[src/shared/jpd_pkg.sv]
// Constants for the programming data registers behind the test access port
`default_nettype none
package jpd_pkg;
    // ----------------------------------------
    // Instruction codes
    // ----------------------------------------
    localparam int          IR_W             = 4;
    localparam logic [3:0]  INSTR_DEV_RESET  = 4'hc;
    localparam logic [3:0]  INSTR_PROG_EN    = 4'h4;
    localparam logic [3:0]  INSTR_PROG_CMD   = 4'h5;
    localparam logic [3:0]  INSTR_PAGE_LOAD  = 4'h6;
    localparam logic [3:0]  INSTR_PAGE_READ  = 4'h7;
    // ----------------------------------------
    // Register widths and values
    // ----------------------------------------
    localparam int          PE_W             = 16;
    localparam int          CMD_W            = 15;
    localparam int          BYTE_W           = 8;
    localparam int          PAGE_BITS        = 1024;
    localparam int          READ_BITS        = 1032;
    localparam int          PAGE_ADDR_W      = 7;
    localparam logic [15:0] PE_SIGNATURE     = 16'ha370;
    localparam logic [15:0] PE_RESET         = 16'h0000;
    localparam logic [14:0] CMD_RESET        = 15'h0000;
    localparam logic [7:0]  BYTE_RESET       = 8'h00;
    localparam logic [2:0]  BIT_LAST         = 3'h7;
    localparam logic [2:0]  BIT_ONE          = 3'h1;
    localparam logic [6:0]  ADDR_ONE         = 7'h01;
    // ----------------------------------------
    // Synchroniser bit positions
    // ----------------------------------------
    localparam int          SYN_W            = 10;
    localparam int          SYN_TCK          = 0;
    localparam int          SYN_TDI          = 1;
    localparam int          SYN_SHIFT        = 2;
    localparam int          SYN_CAPTURE      = 3;
    localparam int          SYN_UPDATE       = 4;
    localparam int          SYN_IDLE         = 5;
    localparam int          SYN_IR_LO        = 6;
endpackage : jpd_pkg
`default_nettype wire

[src/shared/jpd_shift_if.sv]
// Control and data of the internal byte shifter
`timescale 1ns/1ns
`default_nettype none
interface jpd_shift_if;
    logic       shift;
    logic       load;
    logic       sin;
    logic [7:0] load_data;
    logic [7:0] data;
    modport ctl (output shift, output load, output sin, output load_data, input data);
    modport sh  (input shift, input load, input sin, input load_data, output data);
endinterface : jpd_shift_if
`default_nettype wire

[src/hw/jpd_prog_regs.sv]
// Programming data registers selected by the test access port instruction
`timescale 1ns/1ns
`default_nettype none
module jpd_prog_regs (
    // Clock, reset, enable
    input  wire logic        i_clk,
    input  wire logic        i_arst_n,
    input  wire logic        i_ce,
    // Serial pins
    input  wire logic        i_tck,
    input  wire logic        i_tdi,
    output logic             o_tdo,
    output logic             o_tdo_oe,
    // TAP controller status, test clock domain
    input  wire logic [3:0]  i_ir,
    input  wire logic        i_shift_dr,
    input  wire logic        i_capture_dr,
    input  wire logic        i_update_dr,
    input  wire logic        i_run_idle,
    // Device control
    output logic             o_dev_reset,
    output logic             o_prog_mode,
    // Flash command port
    output logic [14:0]      o_cmd,
    output logic             o_cmd_apply,
    output logic             o_cmd_exec,
    input  wire logic [14:0] i_cmd_result,
    // Page buffer write
    output logic             o_pb_wr,
    output logic [6:0]       o_pb_addr,
    output logic [7:0]       o_pb_wdata,
    // Page buffer read
    output logic             o_pr_req,
    output logic [6:0]       o_pr_addr,
    input  wire logic [7:0]  i_pr_rdata
);
    // ----------------------------------------
    // Pin synchronisation
    // ----------------------------------------
    logic [jpd_pkg::SYN_W-1:0] syn;
    logic                      tck_s, tdi_s, shift_s, capture_s, update_s, idle_s;
    logic [3:0]                ir_s;

    jpd_sync #(.W(jpd_pkg::SYN_W)) u_sync (
        .i_clk   (i_clk),
        .i_arst_n(i_arst_n),
        .i_ce    (i_ce),
        .i_async ({i_ir, i_run_idle, i_update_dr, i_capture_dr, i_shift_dr, i_tdi, i_tck}),
        .o_sync  (syn)
    );

    assign tck_s     = syn[jpd_pkg::SYN_TCK];
    assign tdi_s     = syn[jpd_pkg::SYN_TDI];
    assign shift_s   = syn[jpd_pkg::SYN_SHIFT];
    assign capture_s = syn[jpd_pkg::SYN_CAPTURE];
    assign update_s  = syn[jpd_pkg::SYN_UPDATE];
    assign idle_s    = syn[jpd_pkg::SYN_IDLE];
    assign ir_s      = syn[jpd_pkg::SYN_IR_LO +: jpd_pkg::IR_W];

    // ----------------------------------------
    // Byte shifter
    // ----------------------------------------
    jpd_shift_if sh ();

    jpd_byte_shifter u_shifter (
        .i_clk   (i_clk),
        .i_arst_n(i_arst_n),
        .i_ce    (i_ce),
        .bus     (sh.sh)
    );

    // ----------------------------------------
    // State
    // ----------------------------------------
    logic                      tck_prev_q, tck_prev_d;
    logic                      tck_rise, tck_fall;
    logic                      rst_q, rst_d;
    logic [jpd_pkg::PE_W-1:0]  pe_q, pe_d;
    logic                      prog_q, prog_d;
    logic [jpd_pkg::CMD_W-1:0] cmd_q, cmd_d;
    logic [jpd_pkg::CMD_W-1:0] cmd_out_q, cmd_out_d;
    logic                      apply_q, apply_d;
    logic                      exec_q, exec_d;
    logic                      idle_prev_q, idle_prev_d;
    logic [2:0]                bit_q, bit_d;
    logic [6:0]                addr_q, addr_d;
    logic                      wr_pend_q, wr_pend_d;
    logic                      pb_wr_q, pb_wr_d;
    logic [6:0]                pb_addr_q, pb_addr_d;
    logic [7:0]                pb_data_q, pb_data_d;
    logic                      pr_req_q, pr_req_d;
    logic [6:0]                pr_addr_q, pr_addr_d;
    logic                      tdo_q, tdo_d;
    logic                      tdo_oe_q, tdo_oe_d;
    logic                      sel_lsb;
    logic                      known_ir;

    assign tck_rise = tck_s & ~tck_prev_q;
    assign tck_fall = ~tck_s & tck_prev_q;

    // Bit presented on the serial output for the selected chain
    always_comb begin
        sel_lsb  = 1'b0;
        known_ir = 1'b1;
        unique case (ir_s)
            jpd_pkg::INSTR_DEV_RESET: sel_lsb = rst_q;
            jpd_pkg::INSTR_PROG_EN:   sel_lsb = pe_q[0];
            jpd_pkg::INSTR_PROG_CMD:  sel_lsb = cmd_q[0];
            jpd_pkg::INSTR_PAGE_LOAD: sel_lsb = sh.data[0];
            jpd_pkg::INSTR_PAGE_READ: sel_lsb = sh.data[0];
            default:                  known_ir = 1'b0;
        endcase
    end

    // ----------------------------------------
    // Next state
    // ----------------------------------------
    always_comb begin
        tck_prev_d   = tck_s;
        rst_d        = rst_q;
        pe_d         = pe_q;
        prog_d       = prog_q;
        cmd_d        = cmd_q;
        cmd_out_d    = cmd_out_q;
        apply_d      = 1'b0;
        exec_d       = 1'b0;
        idle_prev_d  = idle_prev_q;
        bit_d        = bit_q;
        addr_d       = addr_q;
        wr_pend_d    = wr_pend_q;
        pb_wr_d      = 1'b0;
        pb_addr_d    = pb_addr_q;
        pb_data_d    = pb_data_q;
        pr_req_d     = 1'b0;
        pr_addr_d    = pr_addr_q;
        tdo_d        = tdo_q;
        tdo_oe_d     = tdo_oe_q;
        sh.shift     = 1'b0;
        sh.load      = 1'b0;
        sh.sin       = 1'b0;
        sh.load_data = i_pr_rdata;

        // Other states and codes fall through and hold everything but idle_prev_q
        if (tck_rise) begin
            idle_prev_d = idle_s;
            unique case (ir_s)
                jpd_pkg::INSTR_DEV_RESET: begin
                    if (shift_s) begin
                        rst_d = tdi_s;
                    end
                end
                jpd_pkg::INSTR_PROG_EN: begin
                    if (shift_s) begin
                        pe_d = {tdi_s, pe_q[jpd_pkg::PE_W-1:1]};
                    end else if (update_s) begin
                        prog_d = (pe_q == jpd_pkg::PE_SIGNATURE);
                    end
                end
                jpd_pkg::INSTR_PROG_CMD: begin
                    if (capture_s) begin
                        cmd_d = i_cmd_result;
                    end else if (shift_s) begin
                        cmd_d = {tdi_s, cmd_q[jpd_pkg::CMD_W-1:1]};
                    end else if (update_s) begin
                        cmd_out_d = cmd_q;
                        apply_d   = prog_q;
                    end else if (idle_s && !idle_prev_q) begin
                        exec_d = prog_q;
                    end
                end
                jpd_pkg::INSTR_PAGE_LOAD: begin
                    if (capture_s) begin
                        bit_d  = '0;
                        addr_d = '0;
                    end else if (shift_s) begin
                        sh.shift = 1'b1;
                        sh.sin   = tdi_s;
                        bit_d    = bit_q + jpd_pkg::BIT_ONE;
                        if (bit_q == jpd_pkg::BIT_LAST) begin
                            wr_pend_d = prog_q;
                        end
                    end
                end
                jpd_pkg::INSTR_PAGE_READ: begin
                    // Counters restart here; the shifter itself is left alone
                    if (capture_s) begin
                        bit_d     = '0;
                        addr_d    = '0;
                        pr_addr_d = '0;
                        pr_req_d  = prog_q;
                    end else if (shift_s) begin
                        bit_d = bit_q + jpd_pkg::BIT_ONE;
                        if (bit_q == jpd_pkg::BIT_LAST) begin
                            // First byte out is filler while byte 0 is fetched
                            sh.load   = prog_q;
                            sh.shift  = ~prog_q;
                            addr_d    = addr_q + jpd_pkg::ADDR_ONE;
                            pr_addr_d = addr_q + jpd_pkg::ADDR_ONE;
                            pr_req_d  = prog_q;
                        end else begin
                            sh.shift = 1'b1;
                        end
                    end
                end
                default: begin
                end
            endcase
        end

        // Byte completed on the previous edge goes to the buffer
        if (wr_pend_q) begin
            wr_pend_d = 1'b0;
            pb_wr_d   = 1'b1;
            pb_data_d = sh.data;
            pb_addr_d = addr_q;
            addr_d    = addr_q + jpd_pkg::ADDR_ONE;
        end

        if (tck_fall) begin
            tdo_d    = sel_lsb;
            tdo_oe_d = shift_s & known_ir;
        end
    end

    always_ff @(posedge i_clk or negedge i_arst_n) begin
        if (!i_arst_n) begin
            tck_prev_q  <= 1'b0;
            rst_q       <= 1'b0;
            pe_q        <= jpd_pkg::PE_RESET;
            prog_q      <= 1'b0;
            cmd_q       <= jpd_pkg::CMD_RESET;
            cmd_out_q   <= jpd_pkg::CMD_RESET;
            apply_q     <= 1'b0;
            exec_q      <= 1'b0;
            idle_prev_q <= 1'b0;
            bit_q       <= '0;
            addr_q      <= '0;
            wr_pend_q   <= 1'b0;
            pb_wr_q     <= 1'b0;
            pb_addr_q   <= '0;
            pb_data_q   <= jpd_pkg::BYTE_RESET;
            pr_req_q    <= 1'b0;
            pr_addr_q   <= '0;
            tdo_q       <= 1'b0;
            tdo_oe_q    <= 1'b0;
        end else if (i_ce) begin
            tck_prev_q  <= tck_prev_d;
            rst_q       <= rst_d;
            pe_q        <= pe_d;
            prog_q      <= prog_d;
            cmd_q       <= cmd_d;
            cmd_out_q   <= cmd_out_d;
            apply_q     <= apply_d;
            exec_q      <= exec_d;
            idle_prev_q <= idle_prev_d;
            bit_q       <= bit_d;
            addr_q      <= addr_d;
            wr_pend_q   <= wr_pend_d;
            pb_wr_q     <= pb_wr_d;
            pb_addr_q   <= pb_addr_d;
            pb_data_q   <= pb_data_d;
            pr_req_q    <= pr_req_d;
            pr_addr_q   <= pr_addr_d;
            tdo_q       <= tdo_d;
            tdo_oe_q    <= tdo_oe_d;
        end
    end

    // ----------------------------------------
    // Outputs
    // ----------------------------------------
    assign o_dev_reset = rst_q;
    assign o_prog_mode = prog_q;
    assign o_cmd       = cmd_out_q;
    assign o_cmd_apply = apply_q;
    assign o_cmd_exec  = exec_q;
    assign o_pb_wr     = pb_wr_q;
    assign o_pb_addr   = pb_addr_q;
    assign o_pb_wdata  = pb_data_q;
    assign o_pr_req    = pr_req_q;
    assign o_pr_addr   = pr_addr_q;
    assign o_tdo       = tdo_q;
    assign o_tdo_oe    = tdo_oe_q;

    logic ev;
    assign ev = i_ce & tck_rise;
endmodule : jpd_prog_regs
`default_nettype wire

[src/hw/jpd_sync.sv]
// Three-stage synchroniser with agreement filter
`timescale 1ns/1ns
`default_nettype none
module jpd_sync #(
    parameter int W = 1
) (
    // Clock and reset
    input  wire logic         i_clk,
    input  wire logic         i_arst_n,
    input  wire logic         i_ce,
    // Data
    input  wire logic [W-1:0] i_async,
    output logic      [W-1:0] o_sync
);
    logic [W-1:0] s1_q, s2_q, s3_q, st_q;
    logic [W-1:0] st_d;

    // Change accepted only once two late stages agree
    always_comb begin
        for (int i = 0; i < W; i++) begin
            st_d[i] = (s2_q[i] == s3_q[i]) ? s3_q[i] : st_q[i];
        end
    end

    always_ff @(posedge i_clk or negedge i_arst_n) begin
        if (!i_arst_n) begin
            s1_q <= '0;
            s2_q <= '0;
            s3_q <= '0;
            st_q <= '0;
        end else if (i_ce) begin
            s1_q <= i_async;
            s2_q <= s1_q;
            s3_q <= s2_q;
            st_q <= st_d;
        end
    end

    assign o_sync = st_q;
endmodule : jpd_sync
`default_nettype wire

[src/hw/jpd_byte_shifter.sv]
// Eight-bit shifter behind the virtual page chains
`timescale 1ns/1ns
`default_nettype none
module jpd_byte_shifter (
    // Clock and reset
    input  wire logic i_clk,
    input  wire logic i_arst_n,
    input  wire logic i_ce,
    // Shifter control
    jpd_shift_if.sh   bus
);
    logic [jpd_pkg::BYTE_W-1:0] data_q, data_d;

    always_comb begin
        data_d = data_q;
        if (bus.load) begin
            data_d = bus.load_data;
        end else if (bus.shift) begin
            data_d = {bus.sin, data_q[jpd_pkg::BYTE_W-1:1]};
        end
    end

    always_ff @(posedge i_clk or negedge i_arst_n) begin
        if (!i_arst_n) begin
            data_q <= jpd_pkg::BYTE_RESET;
        end else if (i_ce) begin
            data_q <= data_d;
        end
    end

    assign bus.data = data_q;
endmodule : jpd_byte_shifter
`default_nettype wire

[config.mk]
export PLATFORM = sky130hd
export DESIGN_NAME = jpd_prog_regs
export DESIGN_NICKNAME = d
export VERILOG_FILES = /design/src/shared/jpd_pkg.sv /design/src/shared/jpd_shift_if.sv /design/src/hw/jpd_prog_regs.sv /design/src/hw/jpd_sync.sv /design/src/hw/jpd_byte_shifter.sv
export SDC_FILE = /design/constraint.sdc
export NUM_CORES = 1
export LEC_CHECK = 0
export BUFFER_PORTS_ARGS = -buffer_cell sky130_fd_sc_hd__buf_2
export CORE_MARGIN = 2
export CORE_UTILIZATION = 35
export CTS_BUF_LIST = sky130_fd_sc_hd__clkbuf_8
export DETAILED_ROUTE_END_ITERATION = 10
export SYNTH_ARGS = -nofsm -noshare
export SYNTH_HDL_FRONTEND = slang
export SYNTH_SLANG_ARGS = --single-unit
export TNS_END_PERCENT = 10
[constraint.sdc]
create_clock -name i_clk -period 5.29 [get_ports i_clk]
set_input_delay 0.2645 -clock i_clk [delete_from_list [all_inputs] [get_ports i_clk]]
set_output_delay 0.2645 -clock i_clk [all_outputs]
set_load 0.005 [all_outputs]
# After elaboration in Yosys (flattened, before gate mapping)
# Cells that the tools add are included.
[totals]
reg_bits = 137
out_inout_bits = 45
word_cells = 143
[op_classes]
n_addsub = 2
eq_ne = 20
n_mux = 49
bitwise = 8
reduce_logical = 31
[op_table]
columns = ["cell", "count"]
rows = [
  ["2-to-1 mux 7 bit", 6],
  ["2-to-1 mux 1 bit", 34],
  ["2-to-1 mux 15 bit", 2],
  ["AND reduction 2 bit", 14],
  ["equality test 16 bit, second input constant", 1],
  ["equality test 4 x 3 -> 1 bit, second input constant", 4],
  ["2-to-1 mux 8 bit", 2],
  ["AND reduction 4 bit", 4],
  ["one-hot mux 7 bit (2 select lines)", 1],
  ["AND reduction 6 bit", 2],
  ["equality test 1 bit", 10],
  ["AND reduction 5 bit", 2],
  ["nonzero test 2 bit", 4],
  ["adder 7 x 1 -> 7 bit, second input constant", 1],
  ["2-to-1 mux 3 bit", 2],
  ["NOT 1 bit", 5],
  ["OR reduction 5 bit", 1],
  ["equality test 4 bit, second input constant", 1],
  ["!= test 4 x 2 -> 1 bit, second input constant", 1],
  ["!= test 4 x 3 -> 1 bit, second input constant", 1],
  ["one-hot mux 1 bit (4 select lines)", 1],
  ["adder 3 x 1 -> 3 bit, second input constant", 1],
  ["AND 1 bit", 3],
  ["equality test 3 bit, second input constant", 1],
  ["6 further kinds", 6],
]

# Logic depth before layout (Yosys ltp)
# Gate-level depths: netlist of run 1.
[depth]
word_depth = 8
depth_mapped = 7

# By module
# From an unflattened synthesis of run 1, not the netlist that was laid out.
[unflattened]
hier_cells = 472
area_unflattened_um2 = 6039.5
[by_module_without_submodules]
columns = ["module", "n_inst", "cells_each", "area_each_um2"]
rows = [
  ["jpd_prog_regs", 1, 322, 4015.1],
  ["jpd_sync", 1, 110, 1629.1],
  ["jpd_byte_shifter", 1, 40, 395.4],
]

# Least setup slack after synthesis of run 1
# OpenSTA, ideal clock, no wires.
[synth_path]
kind = "register -> register"
startpoint = "register u_sync.st_q[7], in the netlist u_sync.o_sync[7]"
endpoint = "register cmd_out_q, in the netlist o_cmd[0]"
setup_time_ns = 0.125
t_arrival_ns = 1.744
required_ns = 5.165
slack_ns = 3.421
path_stages_with_launch = 7
period_less_slack_ns = 1.869
path_cell_list = "dfrtp_1 > buf_6 > or3b_4 > nor4_4 > nand3_4 > buf_6 > mux2_4"
[synth_via]
elab_chain_cells = 2
[synth_lines]
columns = ["element", "line_no", "text"]
rows = [
  ["start: declaration", "jpd_sync.sv:15", "logic [W-1:0] s1_q, s2_q, s3_q, st_q;"],
  ["start signal: assignment", "jpd_sync.sv:35", "st_q <= st_d;"],
  ["equality test 4 x 3 -> 1 bit", "jpd_prog_regs.sv:146", "unique case (ir_s)"],
  ["AND reduction 6 bit (no line)", "-", ""],
  ["end signal: assignment", "jpd_prog_regs.sv:232", "cmd_out_q <= jpd_pkg::CMD_RESET;"],
  ["end signal: assignment", "jpd_prog_regs.sv:252", "cmd_out_q <= cmd_out_d;"],
  ["end: declaration", "jpd_prog_regs.sv:81", "logic [jpd_pkg::CMD_W-1:0] cmd_out_q, cmd_out_d;"],
]
# Every way passes these cells.
# A chain may end at the register's enable or synchronous reset.

# Final worst setup path of run 1
[layout_path]
startpoint = "register tck_prev_q"
endpoint = "register pe_q[15] (netlist name)"
[layout_via]
elab_chain_cells = 3
[layout_lines]
columns = ["element", "line_no", "text"]
rows = [
  ["start: declaration", "jpd_prog_regs.sv:75", "logic tck_prev_q, tck_prev_d;"],
  ["start signal: assignment", "jpd_prog_regs.sv:247", "tck_prev_q <= tck_prev_d;"],
  ["NOT 1 bit", "jpd_prog_regs.sv:98", "assign tck_rise = tck_s & ~tck_prev_q;"],
  ["AND 1 bit", "jpd_prog_regs.sv:98", ""],
  ["AND reduction 4 bit (no line)", "-", ""],
  ["end signal: assignment", "jpd_prog_regs.sv:229", "pe_q <= jpd_pkg::PE_RESET;"],
  ["end signal: assignment", "jpd_prog_regs.sv:249", "pe_q <= pe_d;"],
  ["end: declaration", "jpd_prog_regs.sv:78", "logic [jpd_pkg::PE_W-1:0] pe_q, pe_d;"],
]
# Every way passes these cells.

==> results.txt, run 1 <==
Summed over all cells, the static leakage comes to 3.37 nW. The final weighted congestion in routability-driven placement is 0.753. Headroom to the max-slew limit came out at 31.2%. In this run the worst setup path begins at tck_prev_q. STA puts the critical path data arrival time at 2.72 ns.

TritonCTS built the clock tree. The number of inserted diodes came out at 0. Traced cell by cell, the critical path runs through nand3b_2, nor4_4, mux2_2. The slowest stage of the critical path is the sky130_fd_sc_hd__nor4_4 cell. The tools report the netlist area before placement as 0.00598 mm2. Once detail routing completed, the nets flagged for antenna violations numbered 0. The transition at the pin with the smallest max-transition slack came out at 1.02 ns.

The final number of hold-violating endpoints was 0; the area of the core region was 0.0166 mm2. Maximum cell stage delay along the critical path: 0.98 ns. By area the synthesized netlist is led by sky130_fd_sc_hd__dfrtp_1, sky130_fd_sc_hd__mux2_2, sky130_fd_sc_hd__nand2_1, sky130_fd_sc_hd__mux2i_1, sky130_fd_sc_hd__a21oi_1. Top-level port count: 81. In the routed design, unresolved DRC markers number 0. The clock latency reported for the late side of the worst-skew pair was 0.45 ns.

The tools report the number of setup buffers added after CTS as 0. The run gives 0.170 mV as the maximum resistive drop on vdd. The highest attainable clock frequency came out at 418 MHz. In this run, post-CTS repair resized a total of 0 instances.

Global routing used 14.0% of the available tracks across all layers. The tools report the number of clock sinks seen by CTS as 137. The synthesis warning total was 0; the clock edge transition at the registers on the reported setup and hold paths was 0.08 ns. The fraction of synthesis flops using an asynchronous set or reset pin is 100%, and the area share of the largest cell type after synthesis is 57.4%.

Commonest register cell after synthesis: sky130_fd_sc_hd__dfrtp_1. The worst setup path is of the reg2reg kind. In this run the critical register-to-register path is launched from tck_prev_q.

In the final routed layout, each cell accounts on average for 14.4 um. For this design the ratio of total power to cell area is 362 mW/mm2. STA classifies the critical path startpoint as a register. The worst setup path is captured at a register. After detailed routing, the number of vias per cell comes to 4.84. The run finished with clean final reports.

The net count of the finished layout is 630. Synthesis produced a netlist with a net count of 553. In this run the number of H-tree levels came out at 4. The cell type contributing the most total cell area after synthesis is sky130_fd_sc_hd__dfrtp_1.

After synthesis, flip-flops and latches occupy 57.4% of the total area. Final count of pins violating max slew: 0. The average instance in the mapped netlist occupies 11.6 um2. Yosys mapped a number of flops with a built-in enable equal to 0.

The tools report the effective utilization at floorplan as 35.9%. After floorplanning, the core was divided into 47 placement rows. The tools report the first-pass GRT wire length as 20,000 um. The aggregate negative setup slack was 0 ns; the largest fanout on the critical path was 16.

DRC marker count from the first detailed-route iteration: 243. The clock passes through at most 2 buffers. The root buffer cell chosen for the clock tree is sky130_fd_sc_hd__clkbuf_8. Post-route fraction of the period consumed by the critical path: 45.2%. The total number of vias is 3,980, and the pin count of the biggest net entering global routing is 80. The initial antenna violation count came out at 0.

Post-placement cell count: 791. In this run the worst hold path is classified as in2reg. The tools report the via count of the first global-routing pass as 4,013. The tools report the source of the worst hold timing path as i_tdi.

Measured along the x axis, the die boundary spans 135 um. In this run the tool buffered the top-level ports with 80 buffer cells. The tools report the setup violation total in the final timing report as 0. The tools report the count of maximum capacitance violations as 0. The worst setup skew after layout was 0.0113 ns; the layout overhead on the synthesized area was 17.0%. The die is 135 um tall. The wire-length estimate of the detail-placed layout is 8000 um. Counting distinct cell types in the post-synthesis netlist gives 47. The floorplan step defined a die boundary enclosing 0.0181 mm2. The tools report the TritonCTS buffer count as 17. The gate count after technology mapping came out at 514. Setup repair after global routing left no endpoint under its margin.

The final cell count without fillers was 823; the register bit total from synthesis was 137. The final routed wirelength across all metal layers was 11,900 um; the final critical delay including setup and external delays was 2.39 ns. The pre-antenna-repair detailed-routing pass consisted of 4 iterations. Of the cells placed in the final design, the portion with a size suffix greater than 1 is 31.2%. Global routing finished with a remaining overflow of 0. At the worst endpoint, the required time is 5.62 ns.
logic make-up after synthesis:
| family | after synthesis | synth area share (%) |
|---|---|---|
| buffers and inverters | 39 | 2.91 |
| adders and majority gates | 3 | 0.628 |
| DFF | 137 | 57.4 |
| and+or+nand+nor | 159 | 13.6 |
| muxes | 87 | 16.5 |
| xor gates and xnor gates | 5 | 0.733 |
| AOI/OAI and AO/OA | 84 | 8.35 |
cell type report:
cell class | count | area, um2
fillers | 1623 | 9650
repair buffers | 85 | 447
flip-flops and latches | 137 | 3430
well taps | 220 | 275
clock buffers | 20 | 275
inverters | 12 | 45.0
multi-input cells | 338 | 2380
clock inverters | 11 | 145
layer usage:
metal / share of wire, % / track usage (%) / vias to the layer above
met5: 0 / 0 / -
met3: 3.9 / 4.17 / 15
met1: 48 / 18.9 / 1951
li1: - / - / 1947
met2: 46 / 21.2 / 67
met4: 1.5 / 5.50 / 0
registers in the layout (all words and copies together) (netlist names), 3 cells and up:
signal / count
pe_q: 16
cmd_q: 15
o_cmd: 15
u_sync.o_sync: 10
u_sync.s1_q: 10
u_sync.s2_q: 10
u_sync.s3_q: 10
o_pb_wdata: 8
u_shifter.bus.data: 8
addr_q: 7
o_pb_addr: 7
o_pr_addr: 7
bit_q: 3
placed cells by master, fill, tap and decap left out, types with 6 or more instances in the layout:
cell,n
sky130_fd_sc_hd__buf_2,79
sky130_fd_sc_hd__mux2_2,54
sky130_fd_sc_hd__mux2i_1,24
sky130_fd_sc_hd__inv_1,12
sky130_fd_sc_hd__o21ai_0,11
sky130_fd_sc_hd__nand3_1,7
sky130_fd_sc_hd__nor2_1,43
sky130_fd_sc_hd__o22ai_1,6
sky130_fd_sc_hd__a22o_1,6
sky130_fd_sc_hd__dfrtp_1,137
sky130_fd_sc_hd__mux2_4,9
sky130_fd_sc_hd__clkbuf_8,20
sky130_fd_sc_hd__a21oi_1,45
sky130_fd_sc_hd__o31ai_1,7
sky130_fd_sc_hd__nand2_1,65
sky130_fd_sc_hd__nand2b_1,12
worst paths after layout:
check / depth (start not counted) / endpoint / slack, ns
max: 3 / pe_q[15] / 2.90
min in group asynchronous: 2 / u_sync.s1_q[8] / 0.40
max in group asynchronous: 3 / cmd_q[7] / 3.64
min reg2reg: 2 / o_pb_wdata[5] / 0.47
max reg2reg: 3 / pe_q[15] / 2.90
min: 2 / u_sync.s1_q[1] / 0.04
Yosys cell counts, types with 2 or more instances:
cell type	n
sky130_fd_sc_hd__a21oi_1	45
sky130_fd_sc_hd__buf_1	2
sky130_fd_sc_hd__nand3b_1	3
sky130_fd_sc_hd__nor4b_1	3
sky130_fd_sc_hd__o31ai_1	7
sky130_fd_sc_hd__nand4b_1	2
sky130_fd_sc_hd__a211o_1	2
sky130_fd_sc_hd__nand2_1	65
sky130_fd_sc_hd__o22ai_1	6
sky130_fd_sc_hd__nand3_1	7
sky130_fd_sc_hd__xor2_1	4
sky130_fd_sc_hd__mux2_4	9
sky130_fd_sc_hd__nor2b_1	3
sky130_fd_sc_hd__nor2_1	43
sky130_fd_sc_hd__ha_1	3
sky130_fd_sc_hd__buf_6	2
sky130_fd_sc_hd__inv_1	12
sky130_fd_sc_hd__dfrtp_1	137
sky130_fd_sc_hd__nand2b_1	12
sky130_fd_sc_hd__nand4_1	3
sky130_fd_sc_hd__a31oi_1	2
sky130_fd_sc_hd__a22o_1	6
sky130_fd_sc_hd__o21ai_0	11
sky130_fd_sc_hd__clkbuf_1	15
sky130_fd_sc_hd__nor3_1	5
sky130_fd_sc_hd__mux2i_1	24
sky130_fd_sc_hd__buf_2	7
sky130_fd_sc_hd__nor4_4	2
sky130_fd_sc_hd__mux2_2	54
stage by stage:
| step | setup slack [ns] | cell area, um2 | total power, W | util (%) | hold slack [ns] |
|---|---|---|---|---|---|
| after floorplan | 3.42 | 5980 | 0.00154 | - | -0.0311 |
| after global placement | 2.58 | 6570 | 0.00163 | 39.4 | 0.351 |
| after detailed placement | 2.44 | 6570 | 0.00165 | 39.4 | 0.366 |
| after CTS | 2.89 | 7000 | 0.00257 | 42.0 | 0.0132 |
| after global routing | 2.68 | 7000 | 0.00268 | 42.0 | 0.0153 |
| final | 2.90 | 7000 | 0.00253 | 42.0 | 0.0440 |
worst max-delay path, delay by kind of cell, from the launching register on:
kind | cells | cell delay (ns)
AND/OR/NAND/NOR | 2 | 1.42
multiplexers | 1 | 0.42
flip-flops | 1 | 0.43
where the power goes:
group	switching [W]	internal, W	leakage, nW
Sequential	0.000126	0.00116	1.81
Clock	0.000400	0.000501	0.219
Combinational	0.000179	0.000161	1.35
what timing repair did:
item	4_1_cts	5_1_grt
setup endpoints to repair	0	0
hold endpoints to repair	78	0
hold buffers	1	0
(Power assumes the default switching activity.)
==> run 2: changes to the inputs <==
- clock period: 5.29 -> 2.14 ns (I/O delays scaled with it)
==> run 2 against run 1 <==
First-iteration DRC count increased by 14%. Critical endpoint is now o_cmd[1]. Highest routed layer unchanged. Cell count rose by 6.0%. Setup slack worse by 2.7 ns. Sequential cell count unchanged. Global-route usage up 0.45 points. Die area stayed put. Sequential power up 140%. Largest power group unchanged.
==> results.txt, run 2 (synthesis gave the netlist of run 1 again) <==
TritonCTS built the clock tree. The largest fanout on the critical path came out at 16. Across the whole layout, storage elements account for 0.00343 mm2.

The top-level port count is 81. Detailed-route DRC error count: 0. Setup repair after global routing left no endpoint under its margin.

The number of gates given a new drive strength after cts was 0. The worst setup path is captured at a register. The transition at the pin with the smallest max-transition slack was 0.425 ns.

The layout overhead on the synthesized area was 24.1%; the DRC marker count from the first detailed-route iteration was 276. The residual antenna-violating net count after detailed routing is 0, and the post-route fraction of the period consumed by the critical path is 92.8%. Aggregate negative setup slack: 0 ns. The worst setup skew after layout came out at 0.0116 ns. The most critical setup path has its endpoint at o_cmd[1]. The chip height was 135 um. Summing over every cut layer, the via total after detailed routing is 4,208. The clock reaches the later pin of the worst-skew pair after 0.45 ns.

The run gives 4,237 as the via count of the first global-routing pass. After layout, the minimum clock period comes to 1.99 ns. At the end of routability-driven placement, the weighted congestion stood at 0.767. Entering global routing, the biggest net connects 67 pins. The initialized floorplan defines 47 standard-cell rows.

In this run the critical register-to-register path is captured at o_cmd[1]. In this run the tool buffered the top-level ports with 80 buffer cells. Power per cell area: 837 mW/mm2. The global-route met1 utilization came out at 18.9%. In this run, CTS created clock tree buffers numbering 17. The count of maximum capacitance violations was 0. Critical path startpoint: tck_prev_q. The flow ran to the end, and the final reports show no timing, DRC or antenna violations. The overall fraction of global-route tracks in use was 14.5%; the total non-filler cell area in the finished layout was 0.00742 mm2.

The core region is 0.0166 mm2. The area enclosed by the die boundary came out at 0.0181 mm2. Counting every sink on the clock net gives 137. The share of final-layout standard cells stronger than drive strength 1 works out to 31.3%. The via-per-instance ratio is 4.83, and the worst max-slew margin expressed relative to the limit is 71.6%. The first detailed-routing pass took 5 iterations. The placed instances occupy a cell area of 0.00669 mm2. Once detailed placement completed, the half-perimeter wirelength came to 8450 um. 0 antenna diodes ended up in the layout. The final number of hold-violating endpoints was 0. The clock edge transition at the registers on the reported setup and hold paths was 0.08 ns; the global-route met3 utilization was 4.43%.

Setup slack on the worst reg-to-reg path comes out at 0.15 ns. IR analysis of the VDD net gives a maximum drop of 0.385 mV. The tools report the source of the worst register-to-register timing path as tck_prev_q. For the setup violation total in the final timing report, the log shows 0. Global routing used 23.0% of the available met2 tracks. The clock passes through at most 2 buffers. The die span in x is 135 um. In the layout the commonest cells are sky130_fd_sc_hd__dfrtp_1, sky130_fd_sc_hd__buf_2, sky130_fd_sc_hd__nand2_1, sky130_fd_sc_hd__mux2_2, sky130_fd_sc_hd__a21oi_1.

Final count of pins violating max slew: 0. The worst setup path is of the reg2reg kind. The total overflow left after global routing is 0. The most common cell after layout, fill and taps aside was sky130_fd_sc_hd__dfrtp_1. Worst path required time: 2.48 ns. The tree is rooted in a sky130_fd_sc_hd__clkbuf_8. The tools report the count of fill cells added during filler insertion as 1,616.

The routed length per placed instance is 14.1 um, and the static leakage is 3.56 nW. Wires add up to 12,300 um. In this run the worst hold path is classified as in2async. STA classifies the critical path startpoint as a register. The first global-routing pass estimated 20,800 um of wire. The net count of the finished layout is 678. The highest attainable clock frequency was 504 MHz; the area used by multi-input combinational logic was 0.00238 mm2. After global routing, the most crowded layer is met2.

The number of cells traversed by the worst register-to-register path works out to 4. The initial utilization of the core area, before any placement, comes to 35.9%. Largest register by flop count: pe_q.

CTS built an H-tree with a depth of 4. The initial antenna violation count is 0, and the data arrival time of the critical path is 2.32 ns. The number of flip-flops in the largest register is 16.
run 2: cell types whose count changed in the layout (fill, tap and decap cells not counted):
cell,change
sky130_fd_sc_hd__inv_6,+1
sky130_fd_sc_hd__buf_12,+1
sky130_fd_sc_hd__dlygate4sd3_1,+33
sky130_fd_sc_hd__clkinvlp_4,+5
sky130_fd_sc_hd__clkbuf_8,-3
sky130_fd_sc_hd__buf_4,+14
sky130_fd_sc_hd__clkinv_4,-1
sky130_fd_sc_hd__bufinv_16,-1
run 2: metal layers:
layer  wire length, um  vias to the layer above
li1                  -                     2044
met1              5760                     2070
met2              5860                       82
met3               532                       12
met4               136                        0
met5                 0                        -
run 2: worst max-delay path: stages, from the launching register on:
cell and delay [ns]:
sky130_fd_sc_hd__dfrtp_1 0.42, sky130_fd_sc_hd__nand3b_2 0.46, sky130_fd_sc_hd__nor4_4 0.29, sky130_fd_sc_hd__nand3_4 0.30
sky130_fd_sc_hd__mux2_4 0.39
run 2: how the worst min path moves through the flow:
stage / to / slack (ns) / depth (start not counted)
2_1_floorplan: addr_q[0] / -0.19 / 0
3_3_place_gp: u_sync.s1_q[8] / 0.05 / 1
3_5_place_dp: u_sync.s1_q[1] / 0.06 / 1
4_1_cts: u_sync.s1_q[8] / 0.12 / 2
5_1_grt: u_sync.s1_q[8] / 0.15 / 2
6_report: u_sync.s1_q[8] / 0.14 / 2
run 2: cell type report:
type / instances / share of cell area, %
clock inverters: 15 / 2.06
multi-input cells: 338 / 32.1
repair buffers: 133 / 12.2
well taps: 220 / 3.71
flip-flops and latches: 137 / 46.2
clock buffers: 17 / 3.15
inverters: 12 / 0.607
run 2: where the power goes:
group          switching (W)  internal, W  total, W  leakage (nW)
clock network        0.00103      0.00103   0.00206         0.184
logic               0.000522     0.000491   0.00101          1.56
registers           0.000260      0.00287   0.00313          1.81
total                0.00181      0.00440   0.00621          3.56
run 2: timing repair:
action	4_1_cts	5_1_grt
buffers inserted	0	0
hold buffers	34	0
hold endpoints to repair	140	0
run 2: stage by stage:
stage	instances	total power, W	setup WS [ns]	util, %	hold WS (ns)
5_1_grt	872	0.00659	0.0556	44.6	0.151
2_1_floorplan	514	0.00381	0.271	-	-0.189
3_3_place_gp	806	0.00411	0.227	40.2	0.0546
6_report	872	0.00621	0.154	44.6	0.136
3_5_place_dp	806	0.00416	0.171	40.2	0.0555
4_1_cts	872	0.00631	0.157	44.6	0.118
